**src/logic/dir_defs.vh**
```
// constants for the display identification store and its serial port
// assumes a 100 MHz sys_clk that oversamples the two-wire link pins
`ifndef DIR_DEFS_VH
`define DIR_DEFS_VH
`define DIR_DEV_ADDR 7'h50
`define DIR_ROM_AW 7
`define DIR_LAST_ADDR 7'h7F
`define DIR_BYTE_W 8
`define DIR_FIFO_DEPTH 16
`define DIR_FIFO_AW 4
`define DIR_BIT_LAST 4'h7
`define DIR_BIT_FULL 4'h8
`define DIR_SCL_STD_KHZ 100
`define DIR_SCL_FAST_KHZ 400
`define DIR_IDLE_BYTE 8'hFF
`endif

```
**src/logic/dir_fifo.v**
```verilog
// small synchronous fifo with flush
// assumes both sides on sys_clk; flush wins over a push
`timescale 1ns/1ps
module dir_fifo #(
  parameter W = 8,
  parameter D = 16,
  parameter AW = 4
) (
  input wire sys_clk,
  input wire reset,
  input wire flush,
  input wire wr_valid,
  output wire wr_ready,
  input wire [W-1:0] wr_data,
  output wire rd_valid,
  input wire rd_ready,
  output wire [W-1:0] rd_data
);
  reg [W-1:0] mem [0:D-1];
  reg [AW-1:0] wp_q;
  reg [AW-1:0] rp_q;
  reg [AW:0] cnt_q;
  // sized increments keep the pointer and count arithmetic exact
  localparam [AW-1:0] PTR_ONE = {{(AW-1){1'b0}}, 1'b1};
  localparam [AW:0] CNT_ONE = {{AW{1'b0}}, 1'b1};
  wire push = wr_valid & wr_ready & ~flush;
  wire pop = rd_valid & rd_ready & ~flush;
  assign wr_ready = (cnt_q != D[AW:0]);
  assign rd_valid = (cnt_q != {(AW+1){1'b0}});
  assign rd_data = mem[rp_q];
  always @(posedge sys_clk) begin
    if (push) mem[wp_q] <= wr_data;
  end
  always @(posedge sys_clk) begin
    if (reset || flush) begin
      wp_q <= {AW{1'b0}};
      rp_q <= {AW{1'b0}};
      cnt_q <= {(AW+1){1'b0}};
    end else begin
      if (push) wp_q <= wp_q + PTR_ONE;
      if (pop) rp_q <= rp_q + PTR_ONE;
      if (push && !pop) cnt_q <= cnt_q + CNT_ONE;
      else if (pop && !push) cnt_q <= cnt_q - CNT_ONE;
    end
  end
endmodule // dir_fifo

```
**src/logic/dir_id_rom.v**
```verilog
// 128-byte display identification store behind a two-wire read port
// assumes link pins arrive unsynchronised and an external pull-up
`timescale 1ns/1ps
`include "dir_defs.vh"
module dir_id_rom #(
  // arbitrary identity values
  parameter [15:0] VENDOR_ID = 16'h1234,
  parameter [15:0] PRODUCT_CODE = 16'h0001,
  parameter [47:0] MODEL_TEXT = "PANEL1"
) (
  input wire sys_clk,
  input wire reset,
  input wire id_store_supply,
  input wire id_store_serial_clk,
  input wire id_store_serial_data_i,
  output reg id_store_serial_data_o,
  output reg id_store_serial_data_oe,
  output reg id_store_busy
);
  localparam [71:0] NAME_TEXT = "Color LCD";
  localparam [2:0] ST_IDLE = 3'd0;
  localparam [2:0] ST_DEV = 3'd1;
  localparam [2:0] ST_ACKW = 3'd2;
  localparam [2:0] ST_ACK = 3'd3;
  localparam [2:0] ST_WADR = 3'd4;
  localparam [2:0] ST_WDAT = 3'd5;
  localparam [2:0] ST_TX = 3'd6;
  localparam [2:0] ST_MACK = 3'd7;
  localparam [1:0] K_DEV = 2'd0;
  localparam [1:0] K_WADR = 2'd1;
  localparam [1:0] K_WDAT = 2'd2;

  function [7:0] txt_byte;
    input [71:0] t;
    input [6:0] back;
    reg [71:0] s;
    begin
      s = t >> {back, 3'b000};
      txt_byte = s[7:0];
    end
  endfunction

  function [7:0] rom_raw;
    input [6:0] a;
    begin
      rom_raw = 8'h00;
      if (a >= 7'h01 && a <= 7'h06)
        rom_raw = 8'hFF;
      else if (a >= 7'h26 && a <= 7'h35)
        rom_raw = 8'h01;
      else if ((a >= 7'h53 && a <= 7'h59) ||
               (a >= 7'h65 && a <= 7'h6B))
        rom_raw = 8'h20;
      else if (a >= 7'h7B && a <= 7'h7D)
        rom_raw = 8'h20;
      else if (a >= 7'h4D && a <= 7'h52)
        rom_raw = txt_byte({24'h00_0000, MODEL_TEXT},
          7'h52 - a);
      else if (a >= 7'h5F && a <= 7'h64)
        rom_raw = txt_byte({24'h00_0000, MODEL_TEXT},
          7'h64 - a);
      else if (a >= 7'h71 && a <= 7'h79)
        rom_raw = txt_byte(NAME_TEXT, 7'h79 - a);
      else begin
        case (a)
          7'h08: rom_raw = VENDOR_ID[15:8];
          7'h09: rom_raw = VENDOR_ID[7:0];
          7'h0A: rom_raw = PRODUCT_CODE[7:0];
          7'h0B: rom_raw = PRODUCT_CODE[15:8];
          7'h10: rom_raw = 8'h0E;
          7'h11: rom_raw = 8'h0E;
          7'h12: rom_raw = 8'h01;
          7'h13: rom_raw = 8'h03;
          7'h14: rom_raw = 8'h80;
          7'h15: rom_raw = 8'h1C;
          7'h16: rom_raw = 8'h15;
          7'h17: rom_raw = 8'h78;
          7'h18: rom_raw = 8'h0A;
          7'h19: rom_raw = 8'h34;
          7'h1A: rom_raw = 8'h85;
          7'h1B: rom_raw = 8'h92;
          7'h1C: rom_raw = 8'h55;
          7'h1D: rom_raw = 8'h53;
          7'h1E: rom_raw = 8'h92;
          7'h1F: rom_raw = 8'h26;
          7'h20: rom_raw = 8'h20;
          7'h21: rom_raw = 8'h50;
          7'h22: rom_raw = 8'h54;
          7'h24: rom_raw = 8'h08;
          7'h36: rom_raw = 8'h64;
          7'h37: rom_raw = 8'h19;
          7'h39: rom_raw = 8'h40;
          7'h3A: rom_raw = 8'h41;
          7'h3C: rom_raw = 8'h26;
          7'h3D: rom_raw = 8'h30;
          7'h3E: rom_raw = 8'h18;
          7'h3F: rom_raw = 8'h88;
          7'h40: rom_raw = 8'h36;
          7'h42: rom_raw = 8'h1D;
          7'h43: rom_raw = 8'hD6;
          7'h44: rom_raw = 8'h10;
          7'h47: rom_raw = 8'h18;
          7'h4B: rom_raw = 8'hFE;
          7'h5D: rom_raw = 8'hFE;
          7'h6F: rom_raw = 8'hFC;
          7'h7A: rom_raw = 8'h0A;
          default: rom_raw = 8'h00;
        endcase
      end
    end
  endfunction

  // checksum folds in whatever identity values are configured
  function [7:0] rom_csum;
    input dummy;
    integer i;
    reg [7:0] s;
    begin
      s = 8'h00;
      for (i = 0; i < 127; i = i + 1)
        s = s + rom_raw(i[6:0]);
      rom_csum = 8'h00 - s;
    end
  endfunction

  localparam [7:0] CSUM = rom_csum(1'b0);

  function [7:0] rom_byte;
    input [6:0] a;
    begin
      if (a == `DIR_LAST_ADDR)
        rom_byte = CSUM;
      else
        rom_byte = rom_raw(a);
    end
  endfunction

  // pin synchronisers; stage 0 feeds only stage 1
  reg [2:0] scl_q;
  reg [2:0] sda_q;
  reg [1:0] pwr_q;
  always @(posedge sys_clk) begin
    if (reset) begin
      scl_q <= 3'b111;
      sda_q <= 3'b111;
      pwr_q <= 2'b00;
    end else begin
      scl_q <= {scl_q[1:0], id_store_serial_clk};
      sda_q <= {sda_q[1:0], id_store_serial_data_i};
      pwr_q <= {pwr_q[0], id_store_supply};
    end
  end

  // 10 ns sampling resolves the 400 kHz fast clock easily
  wire scl_rise = scl_q[1] & ~scl_q[2];
  wire scl_fall = ~scl_q[1] & scl_q[2];
  wire sda_in = sda_q[1];
  wire bus_start = scl_q[1] & scl_q[2] & sda_q[2] & ~sda_q[1];
  wire bus_stop = scl_q[1] & scl_q[2] & ~sda_q[2] & sda_q[1];
  wire pwr_ok = pwr_q[1];

  reg [2:0] st_q;
  reg [1:0] kind_q;
  reg [3:0] bit_q;
  reg [7:0] rx_q;
  reg [7:0] tx_q;
  reg rw_q;
  reg [6:0] pf_addr_q;
  reg flush_q;
  reg [6:0] flush_addr_q;

  wire [7:0] rx_next = {rx_q[6:0], sda_in};
  wire do_load = pwr_ok && scl_fall && !bus_start && !bus_stop &&
    ((st_q == ST_ACK && kind_q == K_DEV && rw_q) ||
     (st_q == ST_MACK && bit_q == `DIR_BIT_FULL));

  wire fifo_wr_ready;
  wire fifo_rd_valid;
  wire [7:0] fifo_rd_data;

  // prefetch runs ahead of the shifter and stalls when the fifo fills
  dir_fifo #(
    .W(`DIR_BYTE_W),
    .D(`DIR_FIFO_DEPTH),
    .AW(`DIR_FIFO_AW)
  ) u_fifo (
    .sys_clk(sys_clk),
    .reset(reset),
    .flush(flush_q),
    .wr_valid(1'b1),
    .wr_ready(fifo_wr_ready),
    .wr_data(rom_byte(pf_addr_q)),
    .rd_valid(fifo_rd_valid),
    .rd_ready(do_load),
    .rd_data(fifo_rd_data)
  );

  wire [7:0] load_byte = fifo_rd_valid ? fifo_rd_data : `DIR_IDLE_BYTE;

  always @(posedge sys_clk) begin
    if (reset) begin
      pf_addr_q <= 7'h00;
    end else if (flush_q) begin
      pf_addr_q <= flush_addr_q;
    end else if (fifo_wr_ready) begin
      pf_addr_q <= pf_addr_q + 7'h01;
    end
  end

  always @(posedge sys_clk) begin
    if (reset) begin
      st_q <= ST_IDLE;
      kind_q <= K_DEV;
      bit_q <= 4'h0;
      rx_q <= 8'h00;
      tx_q <= 8'h00;
      rw_q <= 1'b0;
      flush_q <= 1'b0;
      flush_addr_q <= 7'h00;
      id_store_serial_data_o <= 1'b0;
      id_store_serial_data_oe <= 1'b0;
      id_store_busy <= 1'b0;
    end else begin
      flush_q <= 1'b0;
      id_store_serial_data_o <= 1'b0;
      id_store_busy <= (st_q != ST_IDLE);
      if (!pwr_ok || bus_stop) begin
        st_q <= ST_IDLE;
        id_store_serial_data_oe <= 1'b0;
      end else if (bus_start) begin
        st_q <= ST_DEV;
        bit_q <= 4'h0;
        id_store_serial_data_oe <= 1'b0;
      end else if (do_load) begin
        tx_q <= load_byte;
        bit_q <= 4'h0;
        id_store_serial_data_oe <= ~load_byte[7];
        st_q <= ST_TX;
      end else begin
        case (st_q)
          ST_DEV, ST_WADR, ST_WDAT: begin
            if (scl_rise) begin
              rx_q <= rx_next;
              bit_q <= bit_q + 4'h1;
              if (bit_q == `DIR_BIT_LAST) begin
                st_q <= ST_ACKW;
                if (st_q == ST_DEV) begin
                  kind_q <= K_DEV;
                  rw_q <= sda_in;
                  if (rx_next[7:1] != `DIR_DEV_ADDR)
                    st_q <= ST_IDLE;
                end else if (st_q == ST_WADR) begin
                  kind_q <= K_WADR;
                  flush_addr_q <= rx_next[6:0];
                  flush_q <= 1'b1;
                end else begin
                  kind_q <= K_WDAT;
                end
              end
            end
          end
          ST_ACKW: begin
            if (scl_fall) begin
              id_store_serial_data_oe <= 1'b1;
              st_q <= ST_ACK;
            end
          end
          ST_ACK: begin
            if (scl_fall) begin
              id_store_serial_data_oe <= 1'b0;
              bit_q <= 4'h0;
              // the store is read-only: written data is taken and dropped
              st_q <= (kind_q == K_DEV) ? ST_WADR : ST_WDAT;
            end
          end
          ST_TX: begin
            if (scl_rise) begin
              bit_q <= bit_q + 4'h1;
            end else if (scl_fall) begin
              if (bit_q == `DIR_BIT_FULL) begin
                id_store_serial_data_oe <= 1'b0;
                st_q <= ST_MACK;
                bit_q <= 4'h0;
              end else begin
                tx_q <= {tx_q[6:0], 1'b0};
                id_store_serial_data_oe <= ~tx_q[6];
              end
            end
          end
          ST_MACK: begin
            if (scl_rise) begin
              if (sda_in)
                st_q <= ST_IDLE;
              else
                bit_q <= `DIR_BIT_FULL;
            end
          end
          default: begin
            st_q <= ST_IDLE;
          end
        endcase
      end
    end
  end
endmodule // dir_id_rom

```
**config.mk**
```make
export PLATFORM = sky130hd
export DESIGN_NAME = dir_id_rom
export DESIGN_NICKNAME = d
export VERILOG_FILES = /design/src/logic/dir_fifo.v /design/src/logic/dir_id_rom.v
export VERILOG_INCLUDE_DIRS = /design/src /design/src/logic
export SDC_FILE = /design/constraint.sdc
export NUM_CORES = 1
export LEC_CHECK = 0
export ABC_AREA = 1
export BUFFER_PORTS_ARGS = -buffer_cell sky130_fd_sc_hd__buf_4
export CAP_MARGIN = 20
export CORE_ASPECT_RATIO = 0.5
export CORE_MARGIN = 1.5
export CORE_UTILIZATION = 63
export CTS_CLUSTER_DIAMETER = 100
export DETAILED_ROUTE_END_ITERATION = 8
export GPL_TIMING_DRIVEN = 0
export MAX_ROUTING_LAYER = met4
export PLACE_DENSITY = 0.84
export SLEW_MARGIN = 20
export SYNTH_ARGS = -nofsm -noshare
export SYNTH_HDL_FRONTEND = slang
export SYNTH_SLANG_ARGS = --single-unit
```
**constraint.sdc**
```tcl
create_clock -name sys_clk -period 3.9 [get_ports sys_clk]
set_clock_uncertainty 0.15 [all_clocks]
set_input_delay 0.585 -clock sys_clk [delete_from_list [all_inputs] [get_ports sys_clk]]
set_output_delay 0.585 -clock sys_clk [all_outputs]
set_load 0.1 [all_outputs]
```
# --- Word-level counts from Yosys, hierarchy flattened ---
# Memory sizes are Yosys's and may differ from the RTL's. A register that Yosys moved wholly into a read port is not among the register bits.
# Index checks and enable logic that the tools add are counted.
word_totals:
  reg_bits: 62
  ramBits: 128
  rom_bits: 1024
  input_bits: 5
  output_inout_bits: 3
  word_cells: 214
  n_memories: 2
classes:
  add_sub_neg: 9
  order_cmp: 16
  eq_ne: 35
  shift: 3
  mux: 59
  n_bitwise: 24
  reduce_logical: 48
mem_list:
  columns: ["memory", "depth", "word_bits", "rd", "rd_clocked_by_memory_dff", "write_ports", "line_no", "text"]
  rows:
  - ["(no name shown)", 128, 8, 1, 1, 0, "dir_id_rom.v:65", "case (a)"]
  - ["u_fifo.mem", 16, 8, 1, 1, 1, "dir_fifo.v:19", "reg [W-1:0] mem [0:D-1];"]
ops:
  columns: ["op", "count"]
  rows:
  - ["right shift 47 x 10 -> 8 bit, first input constant", 2]
  - ["2-to-1 mux 8 bit", 9]
  - ["right shift 71 x 10 -> 8 bit, first input constant", 1]
  - ["2-to-1 mux 7 bit", 9]
  - ["2-to-1 mux 4 bit", 11]
  - [">= comparator 7 bit, second input constant", 6]
  - ["less-or-equal comparator 7 bit, second input constant", 6]
  - ["inequality test 4 x 3 -> 1 bit, second input constant", 10]
  - ["2-to-1 mux 3 bit", 10]
  - ["inequality test 3 x 2 -> 1 bit, second input constant", 9]
  - ["subtractor 7 bit, first input constant", 3]
  - ["AND reduction 9 bit", 2]
  - ["logical AND 1 bit", 17]
  - ["case mux 4 bit (4 select lines)", 1]
  - ["AND reduction 8 bit", 2]
  - ["case mux 3 bit (5 select lines)", 1]
  - ["NOT 1 bit", 14]
  - ["adder 4 x 1 -> 4 bit, second input constant", 3]
  - ["== test 3 bit, second input constant", 4]
  - ["AND reduction 6 bit", 2]
  - ["2-to-1 mux 1 bit", 11]
  - ["AND 1 bit", 10]
  - ["2-to-1 mux 5 bit", 2]
  - ["inequality test 5 x 4 -> 1 bit, second input constant", 2]
  - ["30 further kinds", 47]

# --- Longest topological paths before layout ---
# Gate-level depths: netlist of the first run.
depth:
  depth_word: 12
  mapped_depth: 20
  depth_no_buf: 19

# --- Modules after synthesis ---
# Synthesis of the first run repeated with hierarchy kept, for this count alone.
hier_totals:
  cells_unflattened: 1409
  hier_area_um2: 11187.0
by_module_without_submodules:
  columns: ["mod", "n_inst", "cells_each", "area_per_inst_um2", "seq_area_each_um2"]
  rows:
  - ["dir_fifo", 1, 665, 6570.1, 4184.0]
  - ["dir_id_rom", 1, 744, 4616.9, 1141.1]

# --- Worst setup path before layout of the first run ---
# No wires, ideal clock.
synth_path:
  kind: "flip-flop to flip-flop"
  from: "register pf_addr_q[1]"
  to: "memory u_fifo.mem[0][4], data pin"
  setup_ns: 0.291
  t_arrival_ns: 2.495
  required_ns: 3.459
  slack_ns: 0.964
  stages_incl_launch_ff: 14
  path_buffers: 1
  synth_period_minus_slack_ns: 2.936
  cell_sequence: "dfxtp_1 > clkbuf_1 > inv_1 > ha_1 > inv_1 > nor2_1 > or2_2 > nor3_2 > nand2_1 > o21ai_1 > nand2_1 > nand2_1 > nand2_1 > a21oi_1"
synth_between:
  elab_chain_cells: 10
  elab_cells_between_ends: 40
  classes_between: "3 x add/sub; 16 x order compare; 1 x eq/ne; 3 x shift; 8 x mux; 9 x reduce/logical"
synth_lines:
  columns: ["item", "line_no", "text"]
  rows:
  - ["start, declared", "dir_id_rom.v:168", "reg [6:0] pf_addr_q;"]
  - ["start signal, assigned", "dir_id_rom.v:204", "pf_addr_q <= flush_addr_q;"]
  - ["start signal, assigned", "dir_id_rom.v:206", "pf_addr_q <= pf_addr_q + 7'h01;"]
  - ["subtractor 7 bit (tied with other cells)", "dir_id_rom.v:63", "rom_raw = txt_byte(NAME_TEXT, 7'h79 - a);"]
  - ["right shift 71 x 10 -> 8 bit or logical AND 1 bit (tied branches)", "dir_id_rom.v:38, dir_id_rom.v:62", null]
  - ["2-to-1 mux 8 bit", "dir_id_rom.v:62", "else if (a >= 7'h71 && a <= 7'h79)"]
  - ["2-to-1 mux 8 bit", "dir_id_rom.v:59", "else if (a >= 7'h5F && a <= 7'h64)"]
  - ["2-to-1 mux 8 bit", "dir_id_rom.v:56", "else if (a >= 7'h4D && a <= 7'h52)"]
  - ["2-to-1 mux 8 bit", "dir_id_rom.v:54", "else if (a >= 7'h7B && a <= 7'h7D)"]
  - ["2-to-1 mux 8 bit", "dir_id_rom.v:51", "else if ((a >= 7'h53 && a <= 7'h59) ||"]
  - ["2-to-1 mux 8 bit", "dir_id_rom.v:49", "else if (a >= 7'h26 && a <= 7'h35)"]
  - ["2-to-1 mux 8 bit", "dir_id_rom.v:47", "if (a >= 7'h01 && a <= 7'h06)"]
  - ["2-to-1 mux 8 bit *", "dir_id_rom.v:131", "if (a == `DIR_LAST_ADDR)"]
  - ["via u_fifo.wr_data[4]", "dir_fifo.v:14", "input wire [W-1:0] wr_data,"]
  - ["end, declared", "dir_fifo.v:19", null]
# The timed path passes the listed nets; every way through them passes the cells marked *.

==> results.md, run 1 <==
- Final net count: 1284
- Die Ht: 93.9 µm
- Max-slew headroom: 0.373
- Post-DP Area: 10700 µm²
- Switching share of power: 0.247
- CP endpoint kind: register
- Port bufs: 6
- Status: finished, final reports clean
- Critical path's top delay family: simple AND/OR/NAND/NOR gates
- Initial antenna violation count: 0
- Finished Cell Area: 11300 µm²
- Worst min path class: primary input to register
- Clk sink count: approximately 200
- Cell with the most instances after synthesis: nand2_1
- Cell variety after synth: 55
- Power per Cell Area: 395 nW/µm²
- DRT Wirelength: approximately 28000 µm
- Routed wire length per instance: between 15 and 20 µm
- GPL Wtd Cong: 0.936
- Initial core utilization: 0.660
- Chip width: 185 µm
- Layout area overhead: 8.34%
- Fin cells: approximately 1500
- Post-Synthesis Cells: between 1000 and 1500
- CP max FO: 11
- Via density: 6.12
- Period utilization: 0.918
- Clock power frac: 0.365
- Worst Path Buf+Inv: 7
- # fillers: 1210
- Hold path start: id_store_serial_clk
- FFs w/ async S/R, synth: 0
- Cell accounting for the most synthesized area: edfxtp_1
- EDFF count, synth: about 130
- Comb pwr share: 0.092
- # setup viols final: 0
- Flop pwr share: 0.543
- First-pass GRT wire length: 44000 µm
- Root Buffer: clkbuf_16
- Setup WS post-layout: about 0.32 ns
- Final Hold Vio Count: 0
- Hold WS: 0.134 ns
- Syn Area/Cell: 8.49 µm²
- Ant. Diodes: 0
- Fin crit period: roughly 3.6 ns
- Vias in the first global route: 8346
- Psw: 1100 µW
- Core area: 15800 µm²
- Post-synth top cells: nand2_1, nor2_1, edfxtp_1
- Seq/Total Area, Yosys: 0.512
- Inst Count DP: between 1000 and 1500
- Fraction of layout cells with a size suffix above 1: 0.0848
- Max-slew violations: 0
- Crit Path Category: register to register
- CTS tree: done
- Critical path's slowest cell: dfxtp_1
- Fmax: 0.279 GHz
- Post-DP HPWL: 19600 µm
- Grt ovf: 0
- Cell Rows: 32
- Area contributors post-synth: edfxtp_1, dfxtp_1, nand2_1, nor2_1, o21ai_0
- Max VDD drop: 0.452 mV
- Total of max-cap violations: 0
- Register area: 5330 µm²
- Vias: 9077
- Multi-input gate area: roughly 4500 µm²
- DRT antenna net count: 0
- Post-route core utilization: 0.715
- Worst R2R Start: pf_addr_q[0]
- Cell Chain, Critical Path: inv_1, clkbuf_1, ha_1, inv_1, a21oi_1, nand2_1, nand2_1, nand2_1, inv_1, ha_1, inv_1, nor2_2, nand4_1, nor2_1, inv_2, nand2_1, inv_2, nand2_1
- Pin count of the biggest net entering global routing: 17
- Total GRT Usage: 0.339
- First DRT Iteration DRCs: 1038
- CP required: 4.18 ns
- Clock-pin slew on the worst setup and hold paths: about 0.070 ns
- DR DRC count: 0
- H-tree depth: 1
- Pin slew with the least headroom to its limit: 0.936 ns
- Longest Clk Path Bufs: 3
- Synth Register Bits: 202
- Die Area: 17300 µm²
- Slowest stage delay, CP: 0.48 ns
- I/O Pins: 8
- RSZ-0062 raised after global routing: false
- Power Internal: 3360 µW
- # hold bufs at CTS: 0
- # Post-CTS Setup Buffers: 0
- Most used cell, CP: nand2_1
- Syn nets: 1258
- Clk_lat worst skew: about 0.5 ns
- Leakage: ~0.0045 µW
- Post-synth top area share: 0.369
- Pre-antenna DRT Iters: 6
- CTS buffer count: 18
- Worst EP arrival: 3.86 ns
- Startpoint type of the worst setup path: register
- Syn. warnings: 0
- Main synth FF type: edfxtp_1
- Synthesized area: 10400 µm²
- DP Worst Slack: -0.184 ns
- Critical path origin: pf_addr_q[0]
registers in the layout, indices dropped and copies added (netlist names), 4 cells and up, named ones only:
name,flops
bit_q,4
rx_q,7
tx_q,7
flush_addr_q,7
pf_addr_q,7
u_fifo.wp_q,4
u_fifo.mem,128
u_fifo.cnt_q,5
u_fifo.rp_q,4
metal layers:
layer | track usage | share of wire | vias to the layer above
met4 | 0.0955 | 0.031 | 0
met2 | 0.526 | 0.44 | 532
met5 | - | 0 | -
li1 | - | - | 4249
met3 | 0.0574 | 0.11 | 103
met1 | 0.463 | 0.42 | 4193
worst reg2reg max path, cell delays in order, from the launching register on:
cell,delay (ns)
dfxtp_1,0.48
inv_1,0.14
clkbuf_1,0.30
ha_1,0.49
inv_1,0.16
a21oi_1,0.18
nand2_1,0.07
nand2_1,0.12
nand2_1,0.17
inv_1,0.19
ha_1,0.20
inv_1,0.07
nor2_2,0.20
nand4_1,0.17
nor2_1,0.19
inv_2,0.05
nand2_1,0.10
inv_2,0.05
nand2_1,0.06
logic make-up after synthesis:
family | synth area share
adder cells (fa/ha/maj) | 0.0344
AND/OR/NAND/NOR | 0.251
AO/OA/AOI/OAI | 0.134
other | 0.000360
flip-flops | 0.512
XOR/XNOR | 0.00758
buffers and inverters | 0.0605
cells in the final DEF, fill, tap and decap left out, drive strengths merged:
cell type / count
o21a: 1
a21boi: 2
and3: 1
o211ai: 13
xnor2: 1
a211oi: 2
nand3: 90
fa: 1
nand2: 263
a21o: 1
a311oi: 1
dfxtp: 74
clkbuf: 51
ha: 27
a31oi: 4
o221ai: 23
inv: 101
xor2: 8
or2: 7
nor2: 199
edfxtp: 128
clkinv: 9
o22ai: 10
nand4: 19
o311ai: 1
conb: 1
a21oi: 61
nor3b: 1
nor4: 1
o21bai: 2
nor3: 14
o21ai: 115
o31ai: 1
nand3b: 3
o32ai: 1
buf: 25
worst paths after layout:
path                                  to  slack [ns]  cells past startpoint
worst max-delay path            register        0.32                     18
worst min-delay path            scl_q[0]        0.13                      2
worst max register to register  register        0.32                     18
worst min register to register  scl_q[1]        0.26                      1
stage by stage:
step                total power (µW)  setup TNS [ns]
global route                    4590               0
floorplan                       2730               0
finish                          4460               0
detailed placement              2860           -3.89
CTS                             4450               0
global placement                2840               0
cell type report:
cell class,count,share of cell area
timing repair buffer,6,0.00400
clock inverter,8,0.00444
sequential,202,0.472
tap,221,0.0245
clock buffer,23,0.0416
buffer,47,0.0215
multi-input combinational,874,0.397
inverter,102,0.0344
power groups by stage:
stage | logic [µW] | clock network, µW | registers, µW
after floorplan | 274 | 0 | 2460
after global placement | 374 | 0 | 2460
after detailed placement | 390 | 0 | 2470
after CTS | 394 | 1630 | 2420
after global routing | 454 | 1710 | 2420
final | 411 | 1630 | 2420
repair_timing:
item                       4_1_cts  5_1_grt
setup endpoints to repair       32       18
gates resized for setup          2        3
gates cloned                     0        0
(Power assumes the default switching activity.)
==> run 2: changes to the inputs <==
--- a/config.mk
+++ b/config.mk
@@ -17,7 +17,8 @@
 export GPL_TIMING_DRIVEN = 0
 export MAX_ROUTING_LAYER = met4
 export PLACE_DENSITY = 0.84
-export SLEW_MARGIN = 20
+export RECOVER_POWER = 100
+export SLEW_MARGIN = 0
 export SYNTH_ARGS = -nofsm -noshare
 export SYNTH_HDL_FRONTEND = slang
 export SYNTH_SLANG_ARGS = --single-unit
==> run 2 against run 1 <==
Compared with the run above:
- non-clock buffer count is 3 higher
- wire length grew 0.42%
- largest cell class unchanged
- final area decreased by 1.2%
- sequential share of layout area grew 0.59 points
- setup slack worse by 0.19 ns
- cell count increased by 0.20%
==> results.md, run 2 (synthesis gave the netlist of run 1 again) <==
- Status: finished, final reports clean
- CTS tree: done
- Max-slew headroom: 0.228 (-0.146)
- Final net count: 1287 (+0.23%)
- Leakage: 0.00438 µW (-2.1%)
- Longest Clk Path Bufs: 3 (unchanged)
- # Post-CTS Setup Buffers: 0 (unchanged)
- Clk_lat worst skew: 0.50 ns (about the same)
- Ant. Diodes: 0 (unchanged)
- CTS buffer count: 18 (unchanged)
- Core area: 15800 µm² (unchanged)
- Fmax: 0.266 GHz (-4.9%)
- Chip width: 185 µm (unchanged)
- Total of max-cap violations: 0 (unchanged)
- GPL Wtd Cong: 0.936 (unchanged)
- DRT antenna net count: 0 (unchanged)
- Worst min path class: primary input to register
- Fraction of layout cells with a size suffix above 1: 0.0601 (-0.0247)
- Pin slew with the least headroom to its limit: 1.16 ns (+0.227 ns)
- Pin count of the biggest net entering global routing: 17 (unchanged)
- Max VDD drop: 0.452 mV (about the same)
- Vias: 9066 (-0.12%)
- Most used cell, CP: nand2_1
- Period utilization: 0.965 (+0.0475)
- Startpoint type of the worst setup path: register
- Die Ht: 93.9 µm (unchanged)
- Power per Cell Area: 399 nW/µm² (+1.0%)
- Clock-pin slew on the worst setup and hold paths: 0.06 ns (about the same)
- DR DRC count: 0 (unchanged)
- Root Buffer: clkbuf_16
- Layout area overhead: 7.00%
- CP endpoint kind: register
- Vias in the first global route: 8346 (unchanged)
- Final Hold Vio Count: 0 (unchanged)
- First-pass GRT wire length: 44000 µm (unchanged)
- Commonest non-fill, non-tap cells in the layout: nand2_1, nor2_1, edfxtp_1, o21ai_0, inv_1
- Largest Register: u_fifo.mem
- Cell Chain, Critical Path: clkbuf_2, inv_1, ha_1, inv_1, nor2_1, nand3_1, nand3_1, nor3_2, nand2_1, nand2_1, nand2_1, nand3_1, nand2_1, a21oi_2
- Via density: 6.10 (-0.32%)
- Max-slew violations: 0 (unchanged)
- Initial core utilization: 0.660 (unchanged)
- Max FFs per register: 128 (unchanged)
- Crit Path Category: register to register
- Fin crit period: 3.76 ns (+0.185 ns)
- # setup viols final: 0 (unchanged)
- Grt ovf: 0 (unchanged)
- Finished Cell Area: 11100 µm² (-1.2%)
- Initial antenna violation count: 0 (unchanged)
- Slowest stage delay, CP: 0.70 ns (+0.22 ns)
- Die Area: 17300 µm² (unchanged)
- Routed wire length per instance: 18.8 µm (+0.22%)
- Fin Setup TNS: 0 ns (unchanged)
- Cell Rows: 32 (unchanged)
- I/O Pins: 8 (unchanged)
- Post-DP Area: 10700 µm² (unchanged)
- Pre-antenna DRT Iters: 6 (unchanged)
- RSZ-0062 raised after global routing: false
- Clk sink count: 202 (unchanged)
- Critical path's slowest cell: a21oi_2
- Total GRT Usage: 0.339 (unchanged)
- Most common cell after layout, fill and taps aside: nand2_1
- # hold bufs at CTS: 0 (unchanged)
- First DRT Iteration DRCs: 1069 (+3.0%)
- CP max FO: 16 (+5)
- Post-DP HPWL: 19600 µm (unchanged)
- Port bufs: 6 (unchanged)
- Worst EP arrival: 3.78 ns (-0.08 ns)
- CP required: 3.91 ns (-0.27 ns)
- H-tree depth: 1 (unchanged)
- DRT Wirelength: 27900 µm (+0.42%)
## run 2: report_power, final
group | internal, µW | total (µW) | leakage (µW) | switching (µW)
clock network | 858 | 1620 | 0.000253 | 761
logic | 104 | 408 | 0.00237 | 304
registers | 2390 | 2420 | 0.00175 | 26.8
total | 3350 | 4450 | 0.00438 | 1090
## run 2: worst paths after layout
kind / startpoint / end / slack, ns / cells after the start
min: id_store_serial_clk / scl_q[0] / 0.13 / 2
min reg2reg: scl_q[0] / scl_q[1] / 0.26 / 1
max: pf_addr_q[1] / u_fifo.mem[2][5] / 0.14 / 14
max reg2reg: pf_addr_q[1] / u_fifo.mem[2][5] / 0.14 / 14
## run 2: cell type report
cell class	instances	area [µm²]
tap	221	277
timing repair buffer	9	46.3
buffer	47	226
fill	1237	4640
clock buffer	23	469
sequential	202	5330
multi-input combinational	874	4350
inverter	102	388
clock inverter	8	50.0
## run 2: what timing repair did
action | CTS | global route
resized for setup | 2 | 3
setup endpoints to repair | 32 | 18
hold endpoints to repair | 0 | 0
pin swaps | 0 | 0
## run 2: through the flow
stage               setup slack [ns]  hold WS (ns)  power, µW  instances   util
floorplan                      0.964         0.238       2730       1225      -
global placement              0.0319         0.243       2840       1452  0.680
detailed placement            -0.184         0.248       2860       1452  0.680
CTS                          0.00713         0.123       4450       1483  0.713
global route                 0.00945         0.122       4590       1486  0.706
finish                         0.136         0.135       4450       1486  0.706
## run 2: metal layers
layer,track usage,part of all wire,vias up
li1,-,-,4250
met1,0.463,0.42,4171
met2,0.526,0.44,551
met3,0.0574,0.11,94
met4,0.0955,0.030,0
met5,-,0,-
## run 2: critical path: cells and delay by family, from the launching register on
family	cells	cell delay (ns)
compound gates	1	0.70
flops	1	0.44
buf+inv	3	0.55
simple gates	9	1.32
fa+ha+maj	1	0.28
==> run 3: changes to the inputs <==
--- a/config.mk
+++ b/config.mk
@@ -7,7 +7,7 @@
 export NUM_CORES = 1
 export LEC_CHECK = 0
 export ABC_AREA = 1
-export BUFFER_PORTS_ARGS = -buffer_cell sky130_fd_sc_hd__buf_4
+export BUFFER_PORTS_ARGS = -buffer_cell sky130_fd_sc_hd__buf_2
 export CAP_MARGIN = 20
 export CORE_ASPECT_RATIO = 0.5
 export CORE_MARGIN = 1.5
@@ -15,7 +15,6 @@
 export CTS_CLUSTER_DIAMETER = 100
 export DETAILED_ROUTE_END_ITERATION = 8
 export GPL_TIMING_DRIVEN = 0
-export MAX_ROUTING_LAYER = met4
 export PLACE_DENSITY = 0.84
 export RECOVER_POWER = 100
 export SLEW_MARGIN = 0
==> run 3 against run 2 <==
Compared with the run above:
- combinational power about the same
- core utilization is 0.69 points higher
- register-to-register slack improved by 0.13 ns
- die area unchanged
- first-iteration DRC count up 1.4%
- cell count hardly changed
- non-clock buffer count is the same
- final area rose by 0.98%
- flip-flop and latch count unchanged
- wire length shrank 1.4%
- maximum frequency is 3.5% higher
- largest cell class unchanged
==> results.md, run 3 (synthesis gave the netlist of run 1 again) <==
- Status: finished, final reports clean
- Via density: 6.16 (+0.91%)
- DRT Wirelength: 27500 µm (-1.4%)
- Worst Path Buf+Inv: 3 (unchanged)
- Startpoint type of the worst setup path: register
- Layout area overhead: 8.04%
- Max FFs per register: 128 (unchanged)
- Longest Clk Path Bufs: 3 (unchanged)
- # setup viols final: 0 (unchanged)
- Clk sink count: 202 (unchanged)
- Period utilization: 0.933 (-0.0325)
- Port bufs: 6 (unchanged)
- CP endpoint kind: register
- Most used cell, CP: nand2_1
- H-tree depth: 1 (unchanged)
- Finished Cell Area: 11200 µm² (+0.98%)
- Vias: 9155 (+0.98%)
- Total of max-cap violations: 0 (unchanged)
- Max VDD drop: 0.330 mV (-27%)
- Post-route core utilization: 0.713 (+0.00690)
- Hold path start: id_store_serial_clk
- CP required: 3.96 ns (+0.05 ns)
- Post-DP HPWL: 19100 µm (-2.2%)
- First DRT Iteration DRCs: 1084 (+1.4%)
- # fillers: 1209 (-2.3%)
- I/O Pins: 8 (unchanged)
- Grt ovf: 0 (unchanged)
- Pin slew with the least headroom to its limit: 1.17 ns (+0.00289 ns)
- Most common cell after layout, fill and taps aside: nand2_1
- Die Area: 17300 µm² (unchanged)
- Vias in the first global route: 8582 (+2.8%)
- DRT antenna net count: 0 (unchanged)
- Fraction of layout cells with a size suffix above 1: 0.0648 (+0.00469)
- Register area: 5330 µm² (unchanged)
- DR DRC count: 0 (unchanged)
- Clk_lat worst skew: 0.51 ns (about the same)
- Worst R2R Start: pf_addr_q[1]
- Ant. Diodes: 0 (unchanged)
- Fin crit period: 3.64 ns (-0.127 ns)
- Post-DP Area: 10700 µm² (about the same)
- Die Ht: 93.9 µm (unchanged)
- Cell Rows: 32 (unchanged)
- DP Worst Slack: -0.0386 ns (+0.145 ns)
- Setup WS post-layout: 0.262 ns (+0.127 ns)
- Multi-input gate area: 4370 µm² (+0.35%)
- RSZ-0062 raised after global routing: false
- Initial antenna violation count: 0 (unchanged)
- Pre-antenna DRT Iters: 6 (unchanged)
- Max-slew violations: 0 (unchanged)
- Final Hold Vio Count: 0 (unchanged)
- Worst min path class: primary input to register
- Pin count of the biggest net entering global routing: 18 (+1)
- Crit Path Category: register to register
- Commonest non-fill, non-tap cells in the layout: nand2_1, nor2_1, edfxtp_1, o21ai_0, inv_1
- First-pass GRT wire length: 43900 µm (-0.17%)
- Routed wire length per instance: 18.5 µm (-1.5%)
- Critical path's top delay family: simple AND/OR/NAND/NOR gates
- Max-slew headroom: 0.214 (-0.0135)
- Critical path's slowest cell: nand2_1
- Core area: 15800 µm² (unchanged)
- Slowest stage delay, CP: 0.44 ns (-0.26 ns)
- Chip width: 185 µm (unchanged)
- Power per Cell Area: 417 nW/µm² (+4.4%)
- Final net count: 1287 (unchanged)
- GPL Wtd Cong: 0.964 (+2.9%)
- Largest Register: u_fifo.mem
- Root Buffer: clkbuf_16
- Critical path origin: pf_addr_q[1]
- CTS tree: done
- Total GRT Usage: 0.327 (-0.0113)
- CTS buffer count: 18 (unchanged)
- Hold WS: 0.134 ns (-0.00111 ns)
- Leakage: 0.00443 µW (+1.2%)
- CP max FO: 16 (unchanged)
- Fmax: 0.275 GHz (+3.5%)
- Initial core utilization: 0.660 (unchanged)
- Clock-pin slew on the worst setup and hold paths: 0.07 ns (about the same)
- Cell Chain, Critical Path: clkbuf_1, inv_1, ha_1, inv_1, nor2_1, nand3_1, nand3_2, nor3_2, nand3_1, o21ai_0, nand2_1, nand2_1, nand2_1, nand2_1
- Worst EP arrival: 3.70 ns (-0.08 ns)
-- run 3: what timing repair did --
item,4_1_cts,5_1_grt
buffers inserted,0,0
endpoints found under the setup margin,32,32
hold buffers,0,0
gates cloned,0,0
gates resized for setup,2,2
-- run 3: worst paths after layout --
| check | endpoint | slack [ns] | depth (start not counted) |
|---|---|---|---|
| worst max-delay path | u_fifo.mem[0][3] | 0.26 | 14 |
| worst min-delay path | scl_q[0] | 0.13 | 2 |
| worst max register to register | u_fifo.mem[0][3] | 0.26 | 14 |
| worst min register to register | sda_q[1] | 0.27 | 1 |
-- run 3: cell type report --
type                    count  share of cell area
clock buffers              19              0.0404
inverters                 102              0.0345
flip-flops and latches    202               0.474
plain buffers              47              0.0200
multi-input cells         874               0.388
clock inverters            13              0.0147
well taps                 221              0.0246
repair buffers              9             0.00367
-- run 3: report_power, final --
part	internal [µW]	switching, µW	leakage [µW]	total, µW
logic	106	301	0.00238	406
clock network	1060	801	0.000302	1870
registers	2390	25.5	0.00175	2420
total	3560	1130	0.00443	4690
-- run 3: worst register-to-register path, cell delays in order, from the launching register on --
cell      delay [ns]
dfxtp_1         0.42
clkbuf_1        0.33
inv_1           0.19
ha_1            0.27
inv_1           0.15
nor2_1          0.07
nand3_1         0.14
nand3_2         0.24
nor3_2          0.32
nand3_1         0.15
o21ai_0         0.25
nand2_1         0.13
nand2_1         0.08
nand2_1         0.05
nand2_1         0.44
-- run 3: metal layers --
metal / share of wire / wire length, µm / global-route usage / up-vias
li1: - / - / - / 4242
met1: 0.41 / 11300 / 0.439 / 4236
met2: 0.45 / 12400 / 0.541 / 591
met3: 0.11 / 3030 / 0.0647 / 86
met4: 0.027 / 730 / 0.0996 / 0
met5: 0 / 0 / 0 / -
-- run 3: stage by stage --
| step | setup TNS [ns] | instances | power [µW] |
|---|---|---|---|
| 2_1_floorplan | 0 | 1225 | 2730 |
| 3_3_place_gp | -0.769 | 1452 | 2830 |
| 3_5_place_dp | -1.17 | 1453 | 2850 |
| 4_1_cts | 0 | 1485 | 4690 |
| 5_1_grt | 0 | 1487 | 4840 |
| 6_report | 0 | 1487 | 4690 |
